### src/rtl/icr_pkg.sv
// package: constants and carriers for the indexed configuration register bank
package icr_pkg;
  // i/o port addresses decoded under config select
  localparam logic [7:0] ICR_PORT_INDEX   = 8'h22;
  localparam logic [7:0] ICR_PORT_DATA    = 8'h23;
  localparam logic [7:0] ICR_PORT_DIRECT  = 8'h92;
  // register indices
  localparam logic [7:0] ICR_IDX_REV      = 8'h04;
  localparam logic [7:0] ICR_IDX_CMD_DLY  = 8'h05;
  localparam logic [7:0] ICR_IDX_WAIT     = 8'h06;
  localparam logic [7:0] ICR_IDX_CLK_SRC  = 8'h07;
  localparam logic [7:0] ICR_IDX_PORT_EN  = 8'h2b;
  localparam logic [7:0] ICR_IDX_NC_FIRST = 8'h30;
  localparam logic [7:0] ICR_IDX_NC_LAST  = 8'h39;
  localparam int         ICR_NC_REGS      = 10;
  // field layout
  localparam int         ICR_PORT_EN_BIT  = 6;
  localparam int         ICR_HOLD_BIT     = 1;
  localparam int         ICR_M16_LSB      = 4;
  localparam int         ICR_M8_LSB       = 2;
  localparam int         ICR_IO_LSB       = 0;
  localparam int         ICR_SRC_LSB      = 0;
  localparam logic [7:0] ICR_MASK_CMD_DLY = 8'h3f;
  localparam logic [7:0] ICR_MASK_WAIT    = 8'h3e;
  localparam logic [7:0] ICR_MASK_CLK_SRC = 8'h07;
  localparam logic [7:0] ICR_MASK_REV     = 8'h0f;
  // reset values
  localparam logic [7:0] ICR_RST_CMD_DLY  = 8'h00;
  localparam logic [7:0] ICR_RST_WAIT     = 8'h00;
  localparam logic [7:0] ICR_RST_CLK_SRC  = 8'h00;
  localparam logic [7:0] ICR_RST_PORT_EN  = 8'h40;
  localparam logic [7:0] ICR_RST_DIRECT   = 8'h00;
  // clock source codes
  localparam logic [2:0] ICR_SRC_DIV5     = 3'h0;
  localparam logic [2:0] ICR_SRC_DIV4     = 3'h1;
  localparam logic [2:0] ICR_SRC_DIV3     = 3'h2;
  localparam logic [2:0] ICR_SRC_DIV2     = 3'h3;
  localparam logic [2:0] ICR_SRC_EXT      = 3'h4;
  localparam logic [2:0] ICR_DIV_5        = 3'h5;
  localparam logic [2:0] ICR_DIV_4        = 3'h4;
  localparam logic [2:0] ICR_DIV_3        = 3'h3;
  localparam logic [2:0] ICR_DIV_2        = 3'h2;
  // wait state bases
  localparam logic [2:0] ICR_WS16_BASE    = 3'h3;
  localparam logic [2:0] ICR_WS8_BASE     = 3'h5;

  // decoded expansion-bus timing
  typedef struct packed {
    logic [1:0] mem16_delay;
    logic [1:0] mem8_delay;
    logic [1:0] io_delay;
    logic [2:0] mem16_waits;
    logic [2:0] mem8_waits;
    logic       addr_hold;
  } icr_timing_s;

  // memory cycle from another bus master
  typedef struct packed {
    logic valid;
    logic write;
    logic hit;
  } icr_master_cycle_s;

  // data buffer direction
  typedef enum logic [1:0] {
    ICR_BUF_IDLE,
    ICR_BUF_READ,
    ICR_BUF_WRITE
  } icr_buf_dir_e;

  // controller actions for a bus-master memory cycle
  typedef struct packed {
    logic         cache_read;
    logic         cache_write;
    logic         dram_read;
    logic         dram_write;
    icr_buf_dir_e buf_dir;
  } icr_master_ctrl_s;
endpackage

### src/rtl/icr_clk_gen.sv
// bus clock source select and half-rate expansion output clock
module icr_clk_gen
  import icr_pkg::*;
(
  // clock and reset
  input  wire logic       clk_i,
  input  wire logic       rst_n_i,
  // source selection
  input  wire logic [2:0] src_sel_i,
  input  wire logic       cpu_double_clock_input_i,
  input  wire logic       external_bus_oscillator_i,
  // output clock
  output logic            expansion_output_clock_o
);
  function automatic logic [2:0] div_of(input logic [2:0] sel);
    case (sel)
      ICR_SRC_DIV5: div_of = ICR_DIV_5;
      ICR_SRC_DIV4: div_of = ICR_DIV_4;
      ICR_SRC_DIV3: div_of = ICR_DIV_3;
      default:      div_of = ICR_DIV_2;
    endcase
  endfunction

  logic       dbl_q;
  logic       dbl_prev_q;
  logic       ext_q;
  logic       ext_prev_q;
  logic [2:0] cnt_q;
  logic       src_tick;
  logic       out_q;
  logic       cpu_rise;
  logic       ext_rise;

  // source inputs sampled on the system clock
  always_ff @(posedge clk_i or negedge rst_n_i) begin
    if (!rst_n_i) begin
      dbl_q      <= 1'b0;
      dbl_prev_q <= 1'b0;
      ext_q      <= 1'b0;
      ext_prev_q <= 1'b0;
    end else begin
      dbl_q      <= cpu_double_clock_input_i;
      dbl_prev_q <= dbl_q;
      ext_q      <= external_bus_oscillator_i;
      ext_prev_q <= ext_q;
    end
  end

  assign cpu_rise = dbl_q & ~dbl_prev_q;
  assign ext_rise = ext_q & ~ext_prev_q;

  // divider of the doubled cpu clock
  always_ff @(posedge clk_i or negedge rst_n_i) begin
    if (!rst_n_i) begin
      cnt_q <= 3'h0;
    end else if (cpu_rise) begin
      if (cnt_q >= div_of(src_sel_i) - 3'h1) begin
        cnt_q <= 3'h0;
      end else begin
        cnt_q <= cnt_q + 3'h1;
      end
    end
  end

  always_comb begin
    if (src_sel_i == ICR_SRC_EXT) begin
      src_tick = ext_rise;
    end else begin
      src_tick = cpu_rise && (cnt_q >= div_of(src_sel_i) - 3'h1);
    end
  end

  // half the selected source rate
  always_ff @(posedge clk_i or negedge rst_n_i) begin
    if (!rst_n_i) begin
      out_q <= 1'b0;
    end else if (src_tick) begin
      out_q <= ~out_q;
    end
  end

  assign expansion_output_clock_o = out_q;
endmodule

### src/rtl/icr_top.sv
// indexed configuration register bank with bus-master cache steering
module icr_top
  import icr_pkg::*;
#(
  parameter logic [3:0] REV_LEVEL = 4'h1 // arbitrary value
) (
  // clock and reset
  input  wire logic              clk_i,
  input  wire logic              rst_n_i,
  // configuration i/o cycle
  input  wire logic              config_select_n_i,
  input  wire logic [7:0]        io_addr_i,
  input  wire logic              io_rd_i,
  input  wire logic              io_wr_i,
  input  wire logic [7:0]        memory_address_lines_i,
  output logic      [7:0]        memory_address_lines_o,
  output logic                   memory_address_lines_oe_o,
  // bus-master memory cycle
  input  icr_master_cycle_s      master_cycle_i,
  output icr_master_ctrl_s       master_ctrl_o,
  // expansion-bus timing and direct port
  output icr_timing_s            timing_o,
  output logic      [7:0]        direct_port_o,
  // non-cacheable region setup
  output logic [ICR_NC_REGS*8-1:0] noncache_region_regs_o,
  // clocks
  input  wire logic              cpu_double_clock_input_i,
  input  wire logic              external_bus_oscillator_i,
  output logic                   expansion_output_clock_o
);
  logic [7:0] index_q;
  logic [7:0] cmd_dly_q;
  logic [7:0] wait_q;
  logic [7:0] clk_src_q;
  logic [7:0] port_en_q;
  logic [7:0] direct_q;
  logic [7:0] nc_q [ICR_NC_REGS];
  logic [7:0] rd_data_q;
  logic       rd_oe_q;
  logic       ports_on;
  logic       idx_wr;
  logic       dat_wr;
  logic       dat_rd;
  logic       dir_wr;
  logic       dir_rd;
  logic [7:0] rd_mux;
  logic [7:0] nc_off;

  function automatic logic is_nc(input logic [7:0] idx);
    is_nc = (idx >= ICR_IDX_NC_FIRST) && (idx <= ICR_IDX_NC_LAST);
  endfunction

  // select-qualified strobe aimed at one port
  function automatic logic port_hit(input logic       sel_n,
                                    input logic       strobe,
                                    input logic [7:0] addr,
                                    input logic [7:0] port);
    port_hit = !sel_n && strobe && (addr == port);
  endfunction

  // port decode qualified by config select
  assign ports_on = port_en_q[ICR_PORT_EN_BIT];
  assign idx_wr = ports_on
                  && port_hit(config_select_n_i, io_wr_i, io_addr_i, ICR_PORT_INDEX);
  assign dat_wr = ports_on
                  && port_hit(config_select_n_i, io_wr_i, io_addr_i, ICR_PORT_DATA);
  assign dat_rd = ports_on
                  && port_hit(config_select_n_i, io_rd_i, io_addr_i, ICR_PORT_DATA);
  assign dir_wr = port_hit(config_select_n_i, io_wr_i, io_addr_i, ICR_PORT_DIRECT);
  assign dir_rd = port_hit(config_select_n_i, io_rd_i, io_addr_i, ICR_PORT_DIRECT);
  assign nc_off = index_q - ICR_IDX_NC_FIRST;

  // index register
  always_ff @(posedge clk_i or negedge rst_n_i) begin
    if (!rst_n_i) begin
      index_q <= 8'h00;
    end else if (idx_wr) begin
      index_q <= memory_address_lines_i;
    end
  end

  // expansion timing, clock source and port enable registers
  always_ff @(posedge clk_i or negedge rst_n_i) begin
    if (!rst_n_i) begin
      cmd_dly_q <= ICR_RST_CMD_DLY;
      wait_q    <= ICR_RST_WAIT;
      clk_src_q <= ICR_RST_CLK_SRC;
      port_en_q <= ICR_RST_PORT_EN;
    end else if (dat_wr) begin
      if (index_q == ICR_IDX_CMD_DLY) begin
        cmd_dly_q <= memory_address_lines_i & ICR_MASK_CMD_DLY;
      end else if (index_q == ICR_IDX_WAIT) begin
        wait_q <= memory_address_lines_i & ICR_MASK_WAIT;
      end else if (index_q == ICR_IDX_CLK_SRC) begin
        clk_src_q <= memory_address_lines_i & ICR_MASK_CLK_SRC;
      end else if (index_q == ICR_IDX_PORT_EN) begin
        port_en_q <= memory_address_lines_i;
      end
    end
  end

  // non-cacheable region registers
  always_ff @(posedge clk_i or negedge rst_n_i) begin
    if (!rst_n_i) begin
      for (int i = 0; i < ICR_NC_REGS; i++) begin
        nc_q[i] <= 8'h00;
      end
    end else if (dat_wr && is_nc(index_q)) begin
      nc_q[nc_off[3:0]] <= memory_address_lines_i;
    end
  end

  // direct port
  always_ff @(posedge clk_i or negedge rst_n_i) begin
    if (!rst_n_i) begin
      direct_q <= ICR_RST_DIRECT;
    end else if (dir_wr) begin
      direct_q <= memory_address_lines_i;
    end
  end

  // read selection
  always_comb begin
    rd_mux = 8'h00;
    if (dir_rd) begin
      rd_mux = direct_q;
    end else if (index_q == ICR_IDX_REV) begin
      rd_mux = {4'h0, REV_LEVEL} & ICR_MASK_REV;
    end else if (index_q == ICR_IDX_CMD_DLY) begin
      rd_mux = cmd_dly_q;
    end else if (index_q == ICR_IDX_WAIT) begin
      rd_mux = wait_q;
    end else if (index_q == ICR_IDX_CLK_SRC) begin
      rd_mux = clk_src_q;
    end else if (index_q == ICR_IDX_PORT_EN) begin
      rd_mux = port_en_q;
    end else if (is_nc(index_q)) begin
      rd_mux = nc_q[nc_off[3:0]];
    end
  end

  // read data held on the address lines one cycle after the strobe
  always_ff @(posedge clk_i or negedge rst_n_i) begin
    if (!rst_n_i) begin
      rd_data_q <= 8'h00;
      rd_oe_q   <= 1'b0;
    end else begin
      rd_oe_q <= dat_rd || dir_rd;
      if (dat_rd || dir_rd) begin
        rd_data_q <= rd_mux;
      end
    end
  end

  assign memory_address_lines_o    = rd_data_q;
  assign memory_address_lines_oe_o = rd_oe_q && !config_select_n_i;
  assign direct_port_o             = direct_q;

  always_comb begin
    for (int i = 0; i < ICR_NC_REGS; i++) begin
      noncache_region_regs_o[i*8 +: 8] = nc_q[i];
    end
  end

  // timing decode
  always_comb begin
    timing_o.mem16_delay = cmd_dly_q[ICR_M16_LSB +: 2];
    timing_o.mem8_delay  = cmd_dly_q[ICR_M8_LSB +: 2];
    timing_o.io_delay    = cmd_dly_q[ICR_IO_LSB +: 2];
    timing_o.mem16_waits = ICR_WS16_BASE - {1'b0, wait_q[ICR_M16_LSB +: 2]};
    timing_o.mem8_waits  = ICR_WS8_BASE - {1'b0, wait_q[ICR_M8_LSB +: 2]};
    timing_o.addr_hold   = wait_q[ICR_HOLD_BIT];
  end

  // bus-master memory cycle steering
  always_ff @(posedge clk_i or negedge rst_n_i) begin
    if (!rst_n_i) begin
      master_ctrl_o <= '{1'b0, 1'b0, 1'b0, 1'b0, ICR_BUF_IDLE};
    end else if (!master_cycle_i.valid) begin
      master_ctrl_o <= '{1'b0, 1'b0, 1'b0, 1'b0, ICR_BUF_IDLE};
    end else if (!master_cycle_i.write) begin
      master_ctrl_o.cache_read  <= 1'b0;
      master_ctrl_o.cache_write <= 1'b0;
      master_ctrl_o.dram_read   <= 1'b1;
      master_ctrl_o.dram_write  <= 1'b0;
      master_ctrl_o.buf_dir     <= ICR_BUF_READ;
    end else begin
      master_ctrl_o.cache_read  <= 1'b0;
      master_ctrl_o.cache_write <= master_cycle_i.hit;
      master_ctrl_o.dram_read   <= 1'b0;
      master_ctrl_o.dram_write  <= 1'b1;
      master_ctrl_o.buf_dir     <= ICR_BUF_WRITE;
    end
  end

  icr_clk_gen u_clk_gen (
    .clk_i                     (clk_i),
    .rst_n_i                   (rst_n_i),
    .src_sel_i                 (clk_src_q[ICR_SRC_LSB +: 3]),
    .cpu_double_clock_input_i  (cpu_double_clock_input_i),
    .external_bus_oscillator_i (external_bus_oscillator_i),
    .expansion_output_clock_o  (expansion_output_clock_o)
  );
endmodule

### config.mk
export PLATFORM = sky130hd
export DESIGN_NAME = icr_top
export DESIGN_NICKNAME = d
export VERILOG_FILES = /design/src/rtl/icr_pkg.sv /design/src/rtl/icr_clk_gen.sv /design/src/rtl/icr_top.sv
export SDC_FILE = /design/constraint.sdc
export NUM_CORES = 1
export LEC_CHECK = 0
export BUFFER_PORTS_ARGS = -buffer_cell sky130_fd_sc_hd__buf_4
export CAP_MARGIN = 20
export CORE_AREA = 8 8 120 122
export DETAILED_ROUTE_END_ITERATION = 6
export DIE_AREA = 0 0 128 130
export GPL_TIMING_DRIVEN = 0
export PLACE_DENSITY = 0.87
export SLEW_MARGIN = 20
export SYNTH_ARGS = -nofsm -noshare
export SYNTH_HDL_FRONTEND = slang
export SYNTH_SLANG_ARGS = --single-unit
### constraint.sdc
create_clock -name clk_i -period 2.7 [get_ports clk_i]
set_input_delay 0.405 -clock clk_i [delete_from_list [all_inputs] [get_ports clk_i]]
set_output_delay 0.405 -clock clk_i [all_outputs]
set_load 0.02 [all_outputs]
==> metrics.txt <==
Power Density=roughly 560 nW/um2; Logic pwr share=5.6%; residual DRC count=0; commonest register cell after synthesis=dfrtp_1; Chip Width=around 130 um; syn_area_per_cell=13.2 um2; Int Pwr=around 3.8 mW; Sinks on Clock Net=between 100 and 150; fin cells=about 860; Worst Path Class, Setup=reg2reg; post_cts resized=0; outcome=finished, final reports clean; DPL Wire Length=~15 mm; Die Y=~130 um; share of power burned in registers=between 40% and 50%; CP Launch Type=flop; via count=~5000; Clock power frac=between 50% and 60%; Initial DRC Count=between 400 and 500; Leakage=around 4.3 nW; Worst Clk Skew=between 0.007 and 0.008 ns; final net count=about 700; Crit path required time=between 3 and 4 ns; CTS Buffer Depth=2; Slew @ Worst Pin=about 0.96 ns; Routed WL per cell=about 24 um; Critical Path AT=2.72 ns; CTS tree=built; final core utilization=about 70%; Rel. slew slack=roughly a third; CTS buffer count=17; # rows=between 40 and 50; Starting Density=between 50% and 60%; vias in the first global route=~5500; # setup viols final=0; htree depth=4; share of layout cells above drive strength 1=50.6%; Total Wirelength=approximately 20 mm; Hold WC Path Type=in2reg; vias per std cell=slightly below 6; sw power=about 1.1 mW; cell count after synthesis=509; root buf cell=clkbuf_16; die area=16600 um2; DRT Pass-1 Iters=5; clk_lat worst skew=around 0.43 ns; Inst Count DP=823; reg2reg setup slack=a little under 0.3 ns; Final Critical Period=roughly 2.4 ns; FFs w/ async S/R, synth=100%; period utilisation layout=89.3%; post-synthesis sequential area ratio=approximately half; Peak supply drop=0.447 mV; number of synthesized register bits=around 140; Max-Cap Viols=0; Final Max Slew Viols=0; Syn. warnings=0; final hold violation count=0; largest net degree at the start of global routing=73; Crit Path Max Fanout=8; GRT Total Usage=25.0%; post-route ant nets=0; Max Clock Freq=415 MHz; leading area contributor after synthesis=dfrtp_1; RSZ-0062 raised after global routing=false; Sum Neg Setup Slack=0 ns; switch share=22.2%; # port buffers=140; Worst-path clk slew=around 0.06 ns; I/O Pins=about 140; synthesized area=~6700 um2; top cells by area, synth=dfrtp_1, mux2_2, mux2i_1; GPL Wtd Cong=between 0.9 and 1; antenna cell count=0; grt ovf=0; Syn-to-layout area delta=28.9%; Unique masters post-synth=66; first-pass GRT wire length=31.6 mm; CP Capture Type=flop; EDFF count, synth=0; share of the synthesized area in the top cell type=51.2%; core footprint=around 12000 um2; initial antenna violation count=0
[metrics by stage]
| stage | total power [mW] | setup WS, ns | hold slack [ns] | area (um2) |
|---|---|---|---|---|
| 2_1_floorplan | 2.28 | 0.700 | 0.109 | 6700 |
| 3_3_place_gp | 2.41 | 0.275 | 0.368 | 7970 |
| 3_5_place_dp | 2.44 | 0.281 | 0.376 | 8000 |
| 4_1_cts | 4.84 | 0.297 | 0.0839 | 8630 |
| 5_1_grt | 4.96 | 0.189 | 0.0898 | 8630 |
| 6_report | 4.82 | 0.289 | 0.0897 | 8630 |
[cell type report]
class	instances	area (um2)
fillers	930	3780
flip-flops and latches	138	3450
multi-input cells	331	3030
repair buffers	142	1100
clock buffers	21	480
well taps	172	215
plain buffers	30	175
clock inverters	11	143
inverters	11	41.3
[path summary, 6_finish.rpt]
check / start / endpoint / cells after the start
setup reg to reg: port_en_q[6] / noncache_region_regs_o[37] / 6
max in group asynchronous: rst_n_i / port_en_q[6] / 3
hold reg to reg: u_clk_gen.dbl_q / u_clk_gen.dbl_prev_q / 0
setup / recovery: port_en_q[6] / noncache_region_regs_o[37] / 6
hold / removal: cpu_double_clock_input_i / u_clk_gen.dbl_q / 1
min in group asynchronous: rst_n_i / u_clk_gen.expansion_output_clock_o / 2
[synthesized netlist by cell type, drive strengths merged (8+ instances only)]
cell,number
a22oi,9
inv,11
mux2,122
clkbuf,13
nor2b,8
buf,16
nand2,19
nor2,23
o21ai,11
nand3,12
mux2i,27
dfrtp,137
[power by group through the flow]
stage	combinational, mW	clock (mW)	sequential, mW
floorplan	0.0998	0	2.18
global placement	0.245	0	2.17
detailed placement	0.271	0	2.17
CTS	0.273	2.44	2.14
global route	0.297	2.53	2.14
finish	0.272	2.41	2.14
[per-layer routing]
metal	global-route usage [%]	vias up	wire, um
met3	5.43	40	1360
met4	10.1	0	518
met2	41.8	236	9950
met5	0	-	0
met1	31.1	2557	8360
li1	-	2200	-
[logic make-up (layout without fill, tap and decap cells)]
logic type      after synthesis  after routing  share of synthesized area (%)
xor+xnor                      2              2                          0.262
flops                       138            138                           51.6
buf+inv                      41            215                           3.23
simple gates                113            113                           11.5
mux                         155            155                           26.6
compound gates               55             55                           6.05
other cells                   1              2                         0.0560
fa+ha+maj                     4              4                          0.748
[critical path: stages (launching register included)]
cell and delay, ns:
dfstp_2 0.54, and4bb_2 0.25, and3b_1 0.17, buf_4 0.18
nand2_1 0.23, nor2_2 0.51, mux2_2 0.41
[registers in the layout, indices dropped and copies added, names as in the netlist]
register,count
cmd_dly_q,6
master_ctrl_o,3
u_clk_gen.ext_q,1
direct_port_o,8
wait_q,5
u_clk_gen.cnt_q,3
noncache_region_regs_o,80
rd_oe_q,1
index_q,8
u_clk_gen.expansion_output_clock_o,1
clk_src_q,3
memory_address_lines_o,8
u_clk_gen.dbl_q,1
u_clk_gen.ext_prev_q,1
u_clk_gen.dbl_prev_q,1
port_en_q,8
[cell usage in the layout, fill, tap and decap left out, drive strengths merged, types with 4 or more instances in the layout]
cell type | netlist | final
nand3 | 12 | 12
and2 | 7 | 7
inv | 11 | 11
or2 | 4 | 4
nor2b | 8 | 8
and3 | 4 | 4
mux4 | 6 | 6
a21oi | 5 | 5
o21ai | 11 | 11
nand2 | 19 | 19
mux2i | 27 | 27
nand4 | 5 | 5
nor2 | 23 | 23
clkbuf | 13 | 34
clkinvlp | 0 | 5
a22oi | 9 | 9
dfrtp | 137 | 137
nand2b | 7 | 7
ha | 4 | 4
mux2 | 122 | 122
buf | 16 | 157
a32oi | 5 | 5
nor3 | 6 | 6
[repair_timing]
| item | CTS | global route |
|---|---|---|
| setup buffers | 0 | 0 |
| hold buffers | 1 | 0 |
| endpoints found under the hold margin | 66 | 0 |
Power figures use the tool's default switching activity.
